`src/inc/pfs_params.svh`:
```
// constants of the power fault status register bank
`ifndef PFS_PARAMS_SVH
`define PFS_PARAMS_SVH

// ----------------------------------------------------------------
// command codes
// ----------------------------------------------------------------
`define PFS_CMD_CLEAR_FAULTS 8'h03
`define PFS_CMD_STATUS_BYTE  8'h78
`define PFS_CMD_FLAG_SUMMARY 8'h79
`define PFS_CMD_OUT_VOLTAGE  8'h7A
`define PFS_CMD_INPUT_SUPPLY 8'h7C
`define PFS_CMD_THERMAL      8'h7D
`define PFS_CMD_LINK_ERROR   8'h7E
`define PFS_CMD_VENDOR_FAULT 8'h80

// ----------------------------------------------------------------
// summary word bit positions
// ----------------------------------------------------------------
`define PFS_SW_OUT_VOLTAGE   15
`define PFS_SW_INPUT         13
`define PFS_SW_VENDOR        12
`define PFS_SW_PGOOD_LOST    11
`define PFS_SW_SWITCH_OFF    6
`define PFS_SW_SUPPLY_LOW    3
`define PFS_SW_THERMAL       2
`define PFS_SW_COMM_ERROR    1
`define PFS_SW_OTHER         0

// ----------------------------------------------------------------
// power-up values of the stored flags and the read data
// ----------------------------------------------------------------
`define PFS_RST_STARTUP      1'b1
`define PFS_RST_PGOOD_LOST   1'b1
`define PFS_RST_DEFAULTS     1'b1
`define PFS_RST_CLEAR        1'b0
`define PFS_RST_WORD         16'h0000

`endif

```
`src/inc/pfs_pkg.sv`:
```
// types of the power fault status register bank
package pfs_pkg;

	// conditions from the protection and monitoring logic, levels
	typedef struct packed {
		logic out_low_warning;
		logic supply_high_fault;
		logic supply_high_warning;
		logic supply_low_warning;
		logic supply_low_fault;
		logic input_overcurrent_fault;
		logic input_overcurrent_warning;
		logic input_overpower_warning;
		logic thermal_fault;
		logic thermal_warning;
		logic breaker_fault;
		logic switch_shorted;
		logic power_good;
		logic switch_on;
		logic above_lockout;
	} pfs_cond_t;

	// communication error events from the protocol engine, pulses
	typedef struct packed {
		logic bad_command;
		logic bad_data;
		logic pec_mismatch;
		logic misc_error;
	} pfs_comm_t;

	// stored sticky flags
	typedef struct packed {
		logic startup;
		logic pgood_lost;
		logic defaults_loaded;
		logic out_low_warning;
		logic supply_high_fault;
		logic supply_high_warning;
		logic supply_low_warning;
		logic supply_low_fault;
		logic input_overcurrent_fault;
		logic input_overcurrent_warning;
		logic input_overpower_warning;
		logic thermal_fault;
		logic thermal_warning;
		logic breaker_fault;
		logic switch_shorted;
		logic bad_command;
		logic bad_data;
		logic pec_mismatch;
		logic misc_error;
	} pfs_flags_t;

endpackage

```
`src/logic/pfs_status_bank.sv`:
```
// sticky fault and warning status register bank with command read port
`timescale 1ns/1ps
`include "pfs_params.svh"

module pfs_status_bank
(
	input  wire logic              CLK_I,
	input  wire logic              RST_B_I,
	input  wire pfs_pkg::pfs_cond_t COND_I,
	input  wire pfs_pkg::pfs_comm_t COMM_I,
	input  wire logic              SEND_I,
	input  wire logic              RD_I,
	input  wire logic [7:0]        CMD_I,
	output logic      [15:0]       DATA_O,
	output logic                   RD_VALID_O,
	output logic                   RD_ERR_O,
	output logic                   ALERT_O
);
	import pfs_pkg::*;

	// ------------------------------------------------------------
	// state
	// ------------------------------------------------------------
	pfs_flags_t  flags_r;
	pfs_flags_t  flags_nxt;
	logic [15:0] data_r;
	logic [15:0] data_nxt;
	logic        valid_r;
	logic        err_r;
	logic        alert_r;

	// ------------------------------------------------------------
	// command decode
	// ------------------------------------------------------------
	wire logic clr         = SEND_I && (CMD_I == `PFS_CMD_CLEAR_FAULTS);
	wire logic send_bad    = SEND_I && (CMD_I != `PFS_CMD_CLEAR_FAULTS);
	wire logic rd_word     = CMD_I == `PFS_CMD_FLAG_SUMMARY;
	wire logic rd_low      = CMD_I == `PFS_CMD_STATUS_BYTE;
	wire logic rd_out      = CMD_I == `PFS_CMD_OUT_VOLTAGE;
	wire logic rd_in       = CMD_I == `PFS_CMD_INPUT_SUPPLY;
	wire logic rd_therm    = CMD_I == `PFS_CMD_THERMAL;
	wire logic rd_link     = CMD_I == `PFS_CMD_LINK_ERROR;
	wire logic rd_vend     = CMD_I == `PFS_CMD_VENDOR_FAULT;
	wire logic rd_known    = rd_word | rd_low | rd_out | rd_in | rd_therm | rd_link | rd_vend;
	wire logic rd_bad      = RD_I && !rd_known;
	// an unknown code is itself a link error, so the host sees why it got nothing
	wire logic bad_cmd_evt = COMM_I.bad_command | rd_bad | send_bad;

	// ------------------------------------------------------------
	// sticky flag update
	// ------------------------------------------------------------
	// set wins over clear: a cause still present keeps its flag
	function automatic logic sticky(input logic flag, input logic cause, input logic clear);
		sticky = cause | (flag & ~clear);
	endfunction

	always_comb
	begin
		flags_nxt = flags_r;
		// startup flag is not touched by clear-faults, only by the supply
		flags_nxt.startup = flags_r.startup & ~COND_I.above_lockout;
		flags_nxt.pgood_lost = sticky(flags_r.pgood_lost, ~COND_I.power_good, clr);
		flags_nxt.defaults_loaded = flags_r.defaults_loaded & ~clr;
		flags_nxt.out_low_warning =
			sticky(flags_r.out_low_warning, COND_I.out_low_warning, clr);
		flags_nxt.supply_high_fault =
			sticky(flags_r.supply_high_fault, COND_I.supply_high_fault, clr);
		flags_nxt.supply_high_warning =
			sticky(flags_r.supply_high_warning, COND_I.supply_high_warning, clr);
		flags_nxt.supply_low_warning =
			sticky(flags_r.supply_low_warning, COND_I.supply_low_warning, clr);
		flags_nxt.supply_low_fault =
			sticky(flags_r.supply_low_fault, COND_I.supply_low_fault, clr);
		flags_nxt.input_overcurrent_fault =
			sticky(flags_r.input_overcurrent_fault, COND_I.input_overcurrent_fault, clr);
		flags_nxt.input_overcurrent_warning =
			sticky(flags_r.input_overcurrent_warning, COND_I.input_overcurrent_warning,
				clr);
		flags_nxt.input_overpower_warning =
			sticky(flags_r.input_overpower_warning, COND_I.input_overpower_warning, clr);
		flags_nxt.thermal_fault = sticky(flags_r.thermal_fault, COND_I.thermal_fault, clr);
		flags_nxt.thermal_warning =
			sticky(flags_r.thermal_warning, COND_I.thermal_warning, clr);
		flags_nxt.breaker_fault = sticky(flags_r.breaker_fault, COND_I.breaker_fault, clr);
		flags_nxt.switch_shorted =
			sticky(flags_r.switch_shorted, COND_I.switch_shorted, clr);
		// link flags are events: a clear alone drops them
		flags_nxt.bad_command = sticky(flags_r.bad_command, bad_cmd_evt, clr);
		flags_nxt.bad_data = sticky(flags_r.bad_data, COMM_I.bad_data, clr);
		flags_nxt.pec_mismatch = sticky(flags_r.pec_mismatch, COMM_I.pec_mismatch, clr);
		flags_nxt.misc_error = sticky(flags_r.misc_error, COMM_I.misc_error, clr);
	end

	// only unknown-code reads enter flags_nxt, through bad_command; known reads have no side effect
	always_ff @(posedge CLK_I or negedge RST_B_I)
	begin
		if (!RST_B_I)
		begin
			flags_r                 <= '0;
			flags_r.startup         <= `PFS_RST_STARTUP;
			flags_r.pgood_lost      <= `PFS_RST_PGOOD_LOST;
			flags_r.defaults_loaded <= `PFS_RST_DEFAULTS;
		end
		else
		begin
			flags_r <= flags_nxt;
		end
	end

	// ------------------------------------------------------------
	// detail bytes
	// ------------------------------------------------------------
	wire logic [7:0] out_byte = {2'b00, flags_r.out_low_warning, 5'b00000};
	wire logic [7:0] in_byte = {flags_r.supply_high_fault,
		flags_r.supply_high_warning,
		flags_r.supply_low_warning | flags_r.startup,
		flags_r.supply_low_fault,
		1'b0,
		flags_r.input_overcurrent_fault,
		flags_r.input_overcurrent_warning,
		flags_r.input_overpower_warning};
	wire logic [7:0] therm_byte = {flags_r.thermal_fault, flags_r.thermal_warning,
		6'b000000};
	wire logic [7:0] link_byte = {flags_r.bad_command, flags_r.bad_data,
		flags_r.pec_mismatch, 3'b000, flags_r.misc_error, 1'b0};
	wire logic [7:0] vend_byte = {flags_r.breaker_fault, flags_r.switch_shorted, 1'b0,
		flags_r.defaults_loaded, 4'b0000};

	// ------------------------------------------------------------
	// summary word
	// ------------------------------------------------------------
	wire logic in_other = flags_r.supply_high_fault | flags_r.supply_high_warning
		| flags_r.supply_low_warning | flags_r.startup | flags_r.input_overcurrent_fault
		| flags_r.input_overcurrent_warning | flags_r.input_overpower_warning;
	wire logic sum_other = (|out_byte) | in_other | (|vend_byte) | flags_r.pgood_lost;
	wire logic [15:0] word = {
		|out_byte,
		1'b0,
		|in_byte,
		|vend_byte,
		flags_r.pgood_lost,
		4'b0000,
		~COND_I.switch_on,
		2'b00,
		flags_r.supply_low_fault | flags_r.startup,
		|therm_byte,
		|link_byte,
		sum_other};

	// ------------------------------------------------------------
	// read port
	// ------------------------------------------------------------
	// byte registers return zero in the upper byte, so a word-wide
	// engine can still send only the low byte
	assign data_nxt = !RD_I    ? data_r
		: rd_word  ? word
		: rd_low   ? {8'h00, word[7:0]}
		: rd_out   ? {8'h00, out_byte}
		: rd_in    ? {8'h00, in_byte}
		: rd_therm ? {8'h00, therm_byte}
		: rd_link  ? {8'h00, link_byte}
		: rd_vend  ? {8'h00, vend_byte}
		: `PFS_RST_WORD;

	wire logic any_flag = (|word[15:7]) | (|word[5:0]);

	always_ff @(posedge CLK_I or negedge RST_B_I)
	begin
		if (!RST_B_I)
		begin
			data_r  <= `PFS_RST_WORD;
			valid_r <= 1'b0;
			err_r   <= 1'b0;
			alert_r <= 1'b0;
		end
		else
		begin
			data_r  <= data_nxt;
			valid_r <= RD_I && rd_known;
			err_r   <= rd_bad;
			alert_r <= any_flag & ~clr;
		end
	end

	assign DATA_O     = data_r;
	assign RD_VALID_O = valid_r;
	assign RD_ERR_O   = err_r;
	assign ALERT_O    = alert_r;
endmodule

```
`config.mk`:
```
export PLATFORM = sky130hd
export DESIGN_NAME = pfs_status_bank
export DESIGN_NICKNAME = d
export VERILOG_FILES = /design/src/inc/pfs_pkg.sv /design/src/logic/pfs_status_bank.sv
export VERILOG_INCLUDE_DIRS = /design/src /design/src/inc
export SDC_FILE = /design/constraint.sdc
export NUM_CORES = 1
export LEC_CHECK = 0
export ABC_AREA = 0
export BUFFER_PORTS_ARGS = -buffer_cell sky130_fd_sc_hd__buf_2
export CAP_MARGIN = 20
export CORE_MARGIN = 2
export CORE_UTILIZATION = 47
export CTS_BUF_LIST = sky130_fd_sc_hd__clkbuf_8
export CTS_CLUSTER_SIZE = 30
export DETAILED_ROUTE_END_ITERATION = 10
export GPL_ROUTABILITY_DRIVEN = 0
export PLACE_DENSITY_LB_ADDON = 0.25
export SLEW_MARGIN = 20
export SYNTH_ARGS = -nofsm -noshare
export SYNTH_HDL_FRONTEND = slang
export SYNTH_SLANG_ARGS = --single-unit
```
`constraint.sdc`:
```
create_clock -name CLK_I -period 1.2 [get_ports CLK_I]
set_clock_uncertainty 0.1 [all_clocks]
set_input_delay 0.12 -clock CLK_I [delete_from_list [all_inputs] [get_ports CLK_I]]
set_output_delay 0.12 -clock CLK_I [all_outputs]
set_load 0.03 [all_outputs]
```
# After elaboration in Yosys (flattened, before gate mapping)
# Cells that the tools add are included.
[classes]
reduce_logical = 11
bitwise_logic = 61
muxes = 7
n_eq_ne = 9
[op_table]
columns = ["cell", "n"]
rows = [
  ["== test 8 x 7 -> 1 bit (second input constant)", 6],
  ["two-way mux 8 bit", 6],
  ["OR 1 bit", 37],
  ["AND 1 bit", 20],
  ["two-way mux 16 bit", 1],
  ["OR reduction 12 bit", 1],
  ["== test 8 x 2 -> 1 bit (second input constant)", 1],
  ["== test 8 bit (second input constant)", 1],
  ["!= test 8 x 2 -> 1 bit (second input constant)", 1],
  ["OR reduction 8 bit", 1],
  ["OR reduction 7 bit", 1],
  ["logical AND 1 bit", 4],
  ["inverter 1 bit", 4],
  ["OR reduction 4 bit", 1],
  ["OR reduction 3 bit", 1],
  ["OR reduction 2 bit", 1],
  ["logical NOT 1 bit", 1],
]
[totals]
register_bits = 38

# Longest topological paths before layout
# Gate-level depths: netlist of run 1.
[depth]
depth_word = 12
ltp_mapped = 7

# Worst setup path after synthesis of run 1
# No wires, ideal clock.
[synth_timing]
kind = "input to register"
start = "input port CMD_I[4]"
end = "register flags_r[10] (netlist name)"
setup_slack_ns = -0.393
path_stages = 5
setup_time_ns = 0.118
required_ns = 0.982
t_arrival_ns = 1.375
path_cell_list = "or3_1 > or4_1 > buf_6 > buf_8 > a21o_1"
[synth_rtl]
columns = ["item", "line_no", "source"]
rows = [
  ["from (decl)", "pfs_status_bank.sv:13", "input wire logic [7:0] CMD_I,"],
]

==> results of run 1 <==
==> registers in the layout, indices dropped and copies added (netlist names) <==
register    cells
DATA_O         12
RD_ERR_O        1
flags_r        19
RD_VALID_O      1
ALERT_O         1
==> stage by stage <==
| stage | cell area, um^2 | total power, mW | worst slack (ps) | cells |
|---|---|---|---|---|
| CTS | 2450 | 2.35 | -160 | 300 |
| global placement | 2080 | 1.42 | -472 | 267 |
| finish | 2570 | 2.35 | -227 | 303 |
| global route | 2570 | 2.46 | -247 | 303 |
| floorplan | 1610 | 1.29 | -393 | 155 |
| detailed placement | 2080 | 1.42 | -488 | 267 |
==> cells in the final DEF, fill, tap and decap left out, types with 2 or more instances in the layout <==
master / instances
a21oi_1: 4
nand3_1: 3
a31oi_1: 2
o2bb2ai_2: 2
o21a_1: 2
clkbuf_8: 6
buf_4: 35
buf_6: 5
o2bb2ai_1: 5
nand2_2: 3
o21ai_1: 2
nor3_2: 2
nor2b_1: 2
nor2_2: 2
dlygate4sd3_1: 20
nand4_1: 7
o21ai_2: 3
conb_1: 4
mux2i_1: 2
nand2_1: 4
a21o_1: 15
nor4_2: 2
dfrtp_1: 31
nor2_1: 8
buf_2: 44
o211ai_1: 2
inv_1: 9
dfstp_2: 3
==> final timing paths <==
| check | startpoint | end |
|---|---|---|
| hold reg to reg | DATA_O[11]$_DFFE_PN0P_ | DATA_O[11]$_DFFE_PN0P_ |
| setup reg to reg | flags_r[12]$_DFF_PN0_ | DATA_O[0]$_DFFE_PN0P_ |
| setup / recovery | CMD_I[4] | flags_r[6]$_DFF_PN0_ |
| hold / removal | RD_I | DATA_O[1]$_DFFE_PN0P_ |
| min in group asynchronous | RST_B_I | DATA_O[6]$_DFFE_PN0P_ |
| max in group asynchronous | RST_B_I | flags_r[18]$_DFF_PN1_ |
==> repair_timing <==
action                                  4_1_cts  5_1_grt
buffers inserted                              3        2
endpoints found under the hold margin        52        0
endpoints found under the setup margin       24       27
hold buffers                                 20        0
gates resized for setup                      14       24
cloned                                        2        1
pin swaps                                     9       23
==> area by class of cell <==
type	instances	area share, %
clock buffer	6	3.21
clock inverter	2	0.340
inverter	8	1.17
multi-input combinational	100	28.8
sequential	34	33.2
tap	46	2.24
timing repair buffer	107	31.0
==> logic make-up after synthesis <==
family                 count (synthesis)
other                                  1
multiplexers                           3
buffers and inverters                 21
flip-flops                            34
AO/OA/AOI/OAI                         45
AND/OR/NAND/NOR                       48
==> critical path: stages <==
cell and delay [ps]:
buf_6 90, or3_1 370, or4_4 570, clkbuf_16 190, a21o_1 150
==> synthesized netlist by cell type (2+ instances only) <==
cell type / number
nor4_1: 3
inv_1: 8
nor2b_1: 3
and2_1: 3
nand4_1: 7
nor2_1: 10
o211ai_1: 2
dfstp_2: 3
buf_4: 4
a31oi_1: 2
o2111ai_1: 2
nor3_1: 4
o21ai_0: 5
o21a_1: 2
nand3_1: 3
a21oi_1: 4
a21o_1: 15
mux2i_1: 2
dfrtp_1: 31
nand2_1: 8
o2bb2ai_1: 7
clkbuf_1: 7
==> report_power, final <==
part | total [mW] | internal (mW) | switching [mW]
Sequential | 1.16 | 1.16 | 0.00539
Combinational | 0.321 | 0.149 | 0.172
Clock | 0.866 | 0.454 | 0.412
==> metal layers <==
layer,vias to the layer above,wire [um],GRT usage [%]
li1,761,-,-
met1,796,1960,31.2
met2,95,2560,42.0
met3,13,395,6.88
met4,0,110,8.61
met5,-,0,0
==> metrics.md, run 1 <==
| Metric | Value |
|---|---|
| Initial DRC Count | 91 |
| CTS sink count | 34 |
| Drt first pass iters | 4 |
| ANT nets after route | 0 |
| Register area share after synthesis | 53.7% |
| Arrival time worst endpoint | 1500 ps |
| Routed len/inst | 16.6 um |
| Final setup TNS | -4150 ps |
| Post-synthesis compound-gate area fraction | 20.9% |
| Synth area leaders | dfrtp_1 (49%), a21o_1 (7.1%), dfstp_2 (4.9%) |
| FMAX | 701 MHz |
| Initial antenna violation count | 0 |
| CP required | 1270 ps |
| # fillers | 214 |
| Adder-cell area share of the yosys netlist | 0% |
| Vias per cell | 5.50 |
| Number of global-route vias before repair | 1603 |
| Via count | 1665 |
| I/O Buffers | 45 |
| Dpl hpwl | 2.99 mm |
| CTS max path bufs | 2 |
| XOR/XNOR Fraction of Synth Area | 0% |
| Largest area contributor in the netlist | dfrtp_1 |
| Critical-path maximum fanout | 5 |
| RSZ-0062 raised after global routing | yes |
| Power Density | 912 nW/um^2 |
| R2r setup slk | -170 ps |
| #FFs+latches synth | 34 |
| Synthesis-to-finish area growth | 61.7% |
| Reg area | 855 um^2 |
| CTS tree | yes |
| Top-area cell type share of the netlist area | 48.7% |
| Syn Inst Count | 152 |
| Inserted Diodes | 0 |
| Initial Util | 48.5% |
| Type of the worst min-delay path | input pin to flip-flop |
| Final Hold Viols | 0 |
| Asr flop ratio synth | between 90% and 100% |
| H-tree Lvls | 2 |
| DRC Markers | 0 |
| Simple-gate share of the synthesized area | 16.2% |
| Post-synth cell types | 39 |
| Multiplexer share of the synthesized area | 1.96% |
| EDFF count, synth | 0 |
| Startpoint types | input pin |
| IO Pins | 50 |
| Min setup slack post-route | -227 ps |
| Min Hold Slack | ~80 ps |
| Failing checks | setup timing |
| Total track usage | 25.0% |
| Area of the multi-input gates | about 740 um^2 |
| CTS clk-pin slew, worst paths | ~70 ps |
| Share of layout cells above drive strength 1 | roughly 47% |
| Yosys warns | 0 |
| Final slew viol count | 0 |
| Final setup viols | 24 |
| Mean Syn Cell Area | 10.5 um^2 |
| Final period util | 119% |
| Number of max-cap violations | 0 |
| Largest net degree at the start of global routing | 35 |
| Worst vdd ir | 0.000726 V |
| WS Path Type | input pin to flip-flop |
| Root buffer cell | clkbuf_8 |
| Syn Std Cell Area | 1590 um^2 |
| Die Ht | 62.2 um |
| Outcome | finished, violations left |
| Largest family of logic cells by synthesized area | compound AO/OA/AOI/OAI gates |
| Hold Path Depth | 2 |
| Total CTS buffers | 5 |
| Min Tclk post-route | 1430 ps |
| Die ar. | roughly 3900 um^2 |
| Wire length of the first global-routing pass | 7.51 mm |
| Core area | roughly 3300 um^2 |
| Top FF cell, synth | dfrtp_1 |
| Routed wire length | 5.03 mm |
| Crit. End Element | flip-flop |
| Clock Latency Late Sink | 290 ps |
| Row count | 21 |
| Die Span X | 62.2 um |
| Final core occ | around 78% |
| Leakage power | 1.17 nW |
| Nets | 287 |
| Total grt overflow | 0 |
| Worst r2r path cells | 4 |
(Power assumes the default switching activity.)
==> run 2: changes to the inputs <==
==> constraint.sdc (replaced) <==
create_clock -name CLK_I -period 1.2 [get_ports CLK_I]
set_clock_uncertainty 0.1 [all_clocks]
set_input_delay 0.24 -clock CLK_I [delete_from_list [all_inputs] [get_ports CLK_I]]
set_output_delay 0.24 -clock CLK_I [all_outputs]
set_load 0.03 [all_outputs]
==> run 2 against run 1 <==
Against the previous run:
- the flow still finishes with violations (setup timing)
- combinational power shrank 6.9%
- total power shrank 1.2%
- global-route usage grew 0.25 points
- routed wire length down 6.5%
- sequential share of layout area rose by 1.2 points
- register-to-register slack improved by 30 ps
- die area did not move
- cell count fell by 5.0%
- sequential cell count stayed put
- clock power down 0.7%
- core utilization fell by 2.6 points
- design area decreased by 3.4%
- largest power group unchanged
==> metrics.md, run 2 (synthesized netlist as in run 1, its figures left out) <==
| Metric | Value |
|---|---|
| Leakage power | 1.12 nW (-3.9%) |
| Total CTS buffers | 5 (unchanged) |
| Clock power share | 37.1% (+0.2 points) |
| Seq pwr share | 50.1% (+0.7 points) |
| Synthesis-to-finish area growth | 56.2% |
| Gate power share | 12.9% (-0.8 points) |
| Core area | 3280 um^2 (unchanged) |
| FMAX | 661 MHz (-5.7%) |
| Design Power | 2.32 mW (-1.2%) |
| Vias per cell | 5.42 (-1.4%) |
| Startpoint types | input pin |
| Final Hold Viols | 0 (unchanged) |
| Reg-to-Reg Start | flags_r[10]$_DFF_PN0_ |
| Root buffer cell | clkbuf_8 |
| Initial antenna violation count | 0 (unchanged) |
| CP Cell Sequence | buf_6 -> or3_1 -> or4_4 -> buf_6 -> a21o_1 |
| R2r setup slk | -140 ps (+30 ps) |
| CTS max path bufs | 2 (unchanged) |
| Final period util | 126% (+7.3 points) |
| Critical-path maximum fanout | 9 (+4) |
| CTS tree | yes |
| Wire length of the first global-routing pass | 7.53 mm (+0.27%) |
| Critical R2R Capture | DATA_O[0]$_DFFE_PN0P_ |
| Die Ht | 62.2 um (unchanged) |
| Routed wire length | 4.70 mm (-6.5%) |
| Total track usage | 25.2% (+0.25 points) |
| Pre-CTS WS | -653 ps (-164 ps) |
| Worst vdd ir | 0.000586 V (-19%) |
| Min-delay src | COMM_I[0] |
| Final slew viol count | 0 (unchanged) |
| Initial DRC Count | 80 (-12%) |
| Dpl hpwl | 3.08 mm (+2.9%) |
| # fillers | 224 (+4.7%) |
| CTS sink count | 34 (unchanged) |
| Number of max-cap violations | 0 (unchanged) |
| CP max stage delay | 550 ps (-20 ps) |
| Layout Cells excl Fill | 288 (-5.0%) |
| CP required | 1280 ps (about the same) |
| Final setup TNS | -5980 ps (-1830 ps) |
| CTS clk-pin slew, worst paths | 70 ps (about the same) |
| Arrival time worst endpoint | 1600 ps (+100 ps) |
| Final setup viols | 26 (+8.3%) |
| Worst r2r path cells | 4 (unchanged) |
| Outcome | finished, violations left |
| Nets | 272 (-5.2%) |
| Number of global-route vias before repair | 1538 (-4.1%) |
| Power Density | 933 nW/um^2 (+2.3%) |
| P_sw | 0.578 mW (-1.9%) |
| Drt first pass iters | 4 (unchanged) |
| Total grt overflow | 0 (unchanged) |
| Die ar. | 3870 um^2 (unchanged) |
| Int Power | 1.74 mW (-0.90%) |
| DRC Markers | 0 (unchanged) |
| Hold path endpoint | flags_r[0]$_DFF_PN0_ |
| Row count | 21 (unchanged) |
| Placed insts | 268 (+0.37%) |
| Crit. End Element | flip-flop |
| IO Pins | 50 (unchanged) |
| Cell area after layout | 2490 um^2 (-3.4%) |
| Most common cell after layout, fill and taps aside | buf_4 |
| Post-DP Area | 2100 um^2 (+0.96%) |
| H-tree Lvls | 2 (unchanged) |
| Initial Util | 48.5% (unchanged) |
| Most frequent cells in the layout | buf_4 (37), dfrtp_1 (31), buf_2 (31) |
| Via count | 1560 (-6.3%) |
| Largest register FFs | 19 (unchanged) |
| Final core occ | 75.8% (-2.6 points) |
| Largest net degree at the start of global routing | 35 (unchanged) |
| Hold Path Depth | 2 (unchanged) |
| Sw Share | 24.9% (-0.19 points) |
| Slowest cell on the critical path | or4_4 |
| Min Tclk post-route | 1510 ps (+87.0 ps) |
| WS Path Type | input pin to flip-flop |
| Die Span X | 62.2 um (unchanged) |
| RSZ-0062 raised after global routing | yes |
| Type of the worst min-delay path | input pin to flip-flop |
| Routed len/inst | 16.3 um (-1.7%) |
| Min Hold Slack | 22.1 ps (-56.6 ps) |
| Cell mode on critical path | buf_6 |
| ANT nets after route | 0 (unchanged) |
| Share of layout cells above drive strength 1 | 49.2% (+2.1 points) |
| Min setup slack post-route | -314 ps (-87.0 ps) |
| Failing checks | setup timing |
| I/O Buffers | 45 (unchanged) |
| Clock Latency Late Sink | 290 ps (about the same) |
| Reg with most FFs | flags_r |
| Inserted Diodes | 0 (unchanged) |
[run 2: changes by cell type in the layout (fill, tap and decap cells not counted), sizes merged]
cell / previous run / this run
dlygate4sd3: 20 / 3
buf: 86 / 89
clkbuf: 7 / 6
[run 2: metal layers]
layer  vias to the layer above  wire length [um]  track usage (%)
met3                        17               303             6.70
li1                        723                 -                -
met1                       756              1970             33.8
met5                         -                 0                0
met4                         0               157             11.1
met2                        64              2270             38.9
[run 2: area by class of cell]
| class | instances | area [um^2] | share of cell area (%) |
|---|---|---|---|
| clock buffers | 6 | 82.6 | 3.32 |
| clock inverters | 2 | 8.76 | 0.352 |
| inverters | 8 | 30.0 | 1.21 |
| multi-input cells | 100 | 738 | 29.7 |
| flip-flops and latches | 34 | 855 | 34.3 |
| well taps | 46 | 57.6 | 2.31 |
| repair buffers | 92 | 717 | 28.8 |
[run 2: repair_timing]
action,in CTS,in global routing
hold buffers,3,0
resized for setup,25,39
hold endpoints to repair,33,0
setup buffers,1,7
setup endpoints to repair,32,42
cloned,2,0
pin swaps,5,20
[run 2: worst max-delay path by stage]
stage / startpoint / endpoint / cells past startpoint
CTS: CMD_I[4] / flags_r[4]$_DFF_PN0_ / 5
finish: CMD_I[4] / flags_r[15]$_DFF_PN0_ / 5
global placement: CMD_I[4] / flags_r[0]$_DFF_PN0_ / 5
global route: CMD_I[4] / flags_r[4]$_DFF_PN0_ / 5
detailed placement: CMD_I[4] / flags_r[12]$_DFF_PN0_ / 5
floorplan: CMD_I[4] / flags_r[10]$_DFF_PN0_ / 5
[run 2: power by group through the flow]
stage,Clock [mW],Sequential [mW],Combinational (mW)
global placement,0,1.18,0.248
finish,0.860,1.16,0.299
global route,0.950,1.16,0.325
floorplan,0,1.20,0.0961
detailed placement,0,1.18,0.253
CTS,0.887,1.16,0.273
[run 2: worst max-delay path: cells and delay by family]
| kind | cells | cell delay, ps |
|---|---|---|
| AO/OA/AOI/OAI | 1 | 170 |
| AND/OR/NAND/NOR | 2 | 920 |
| buffers and inverters | 2 | 260 |
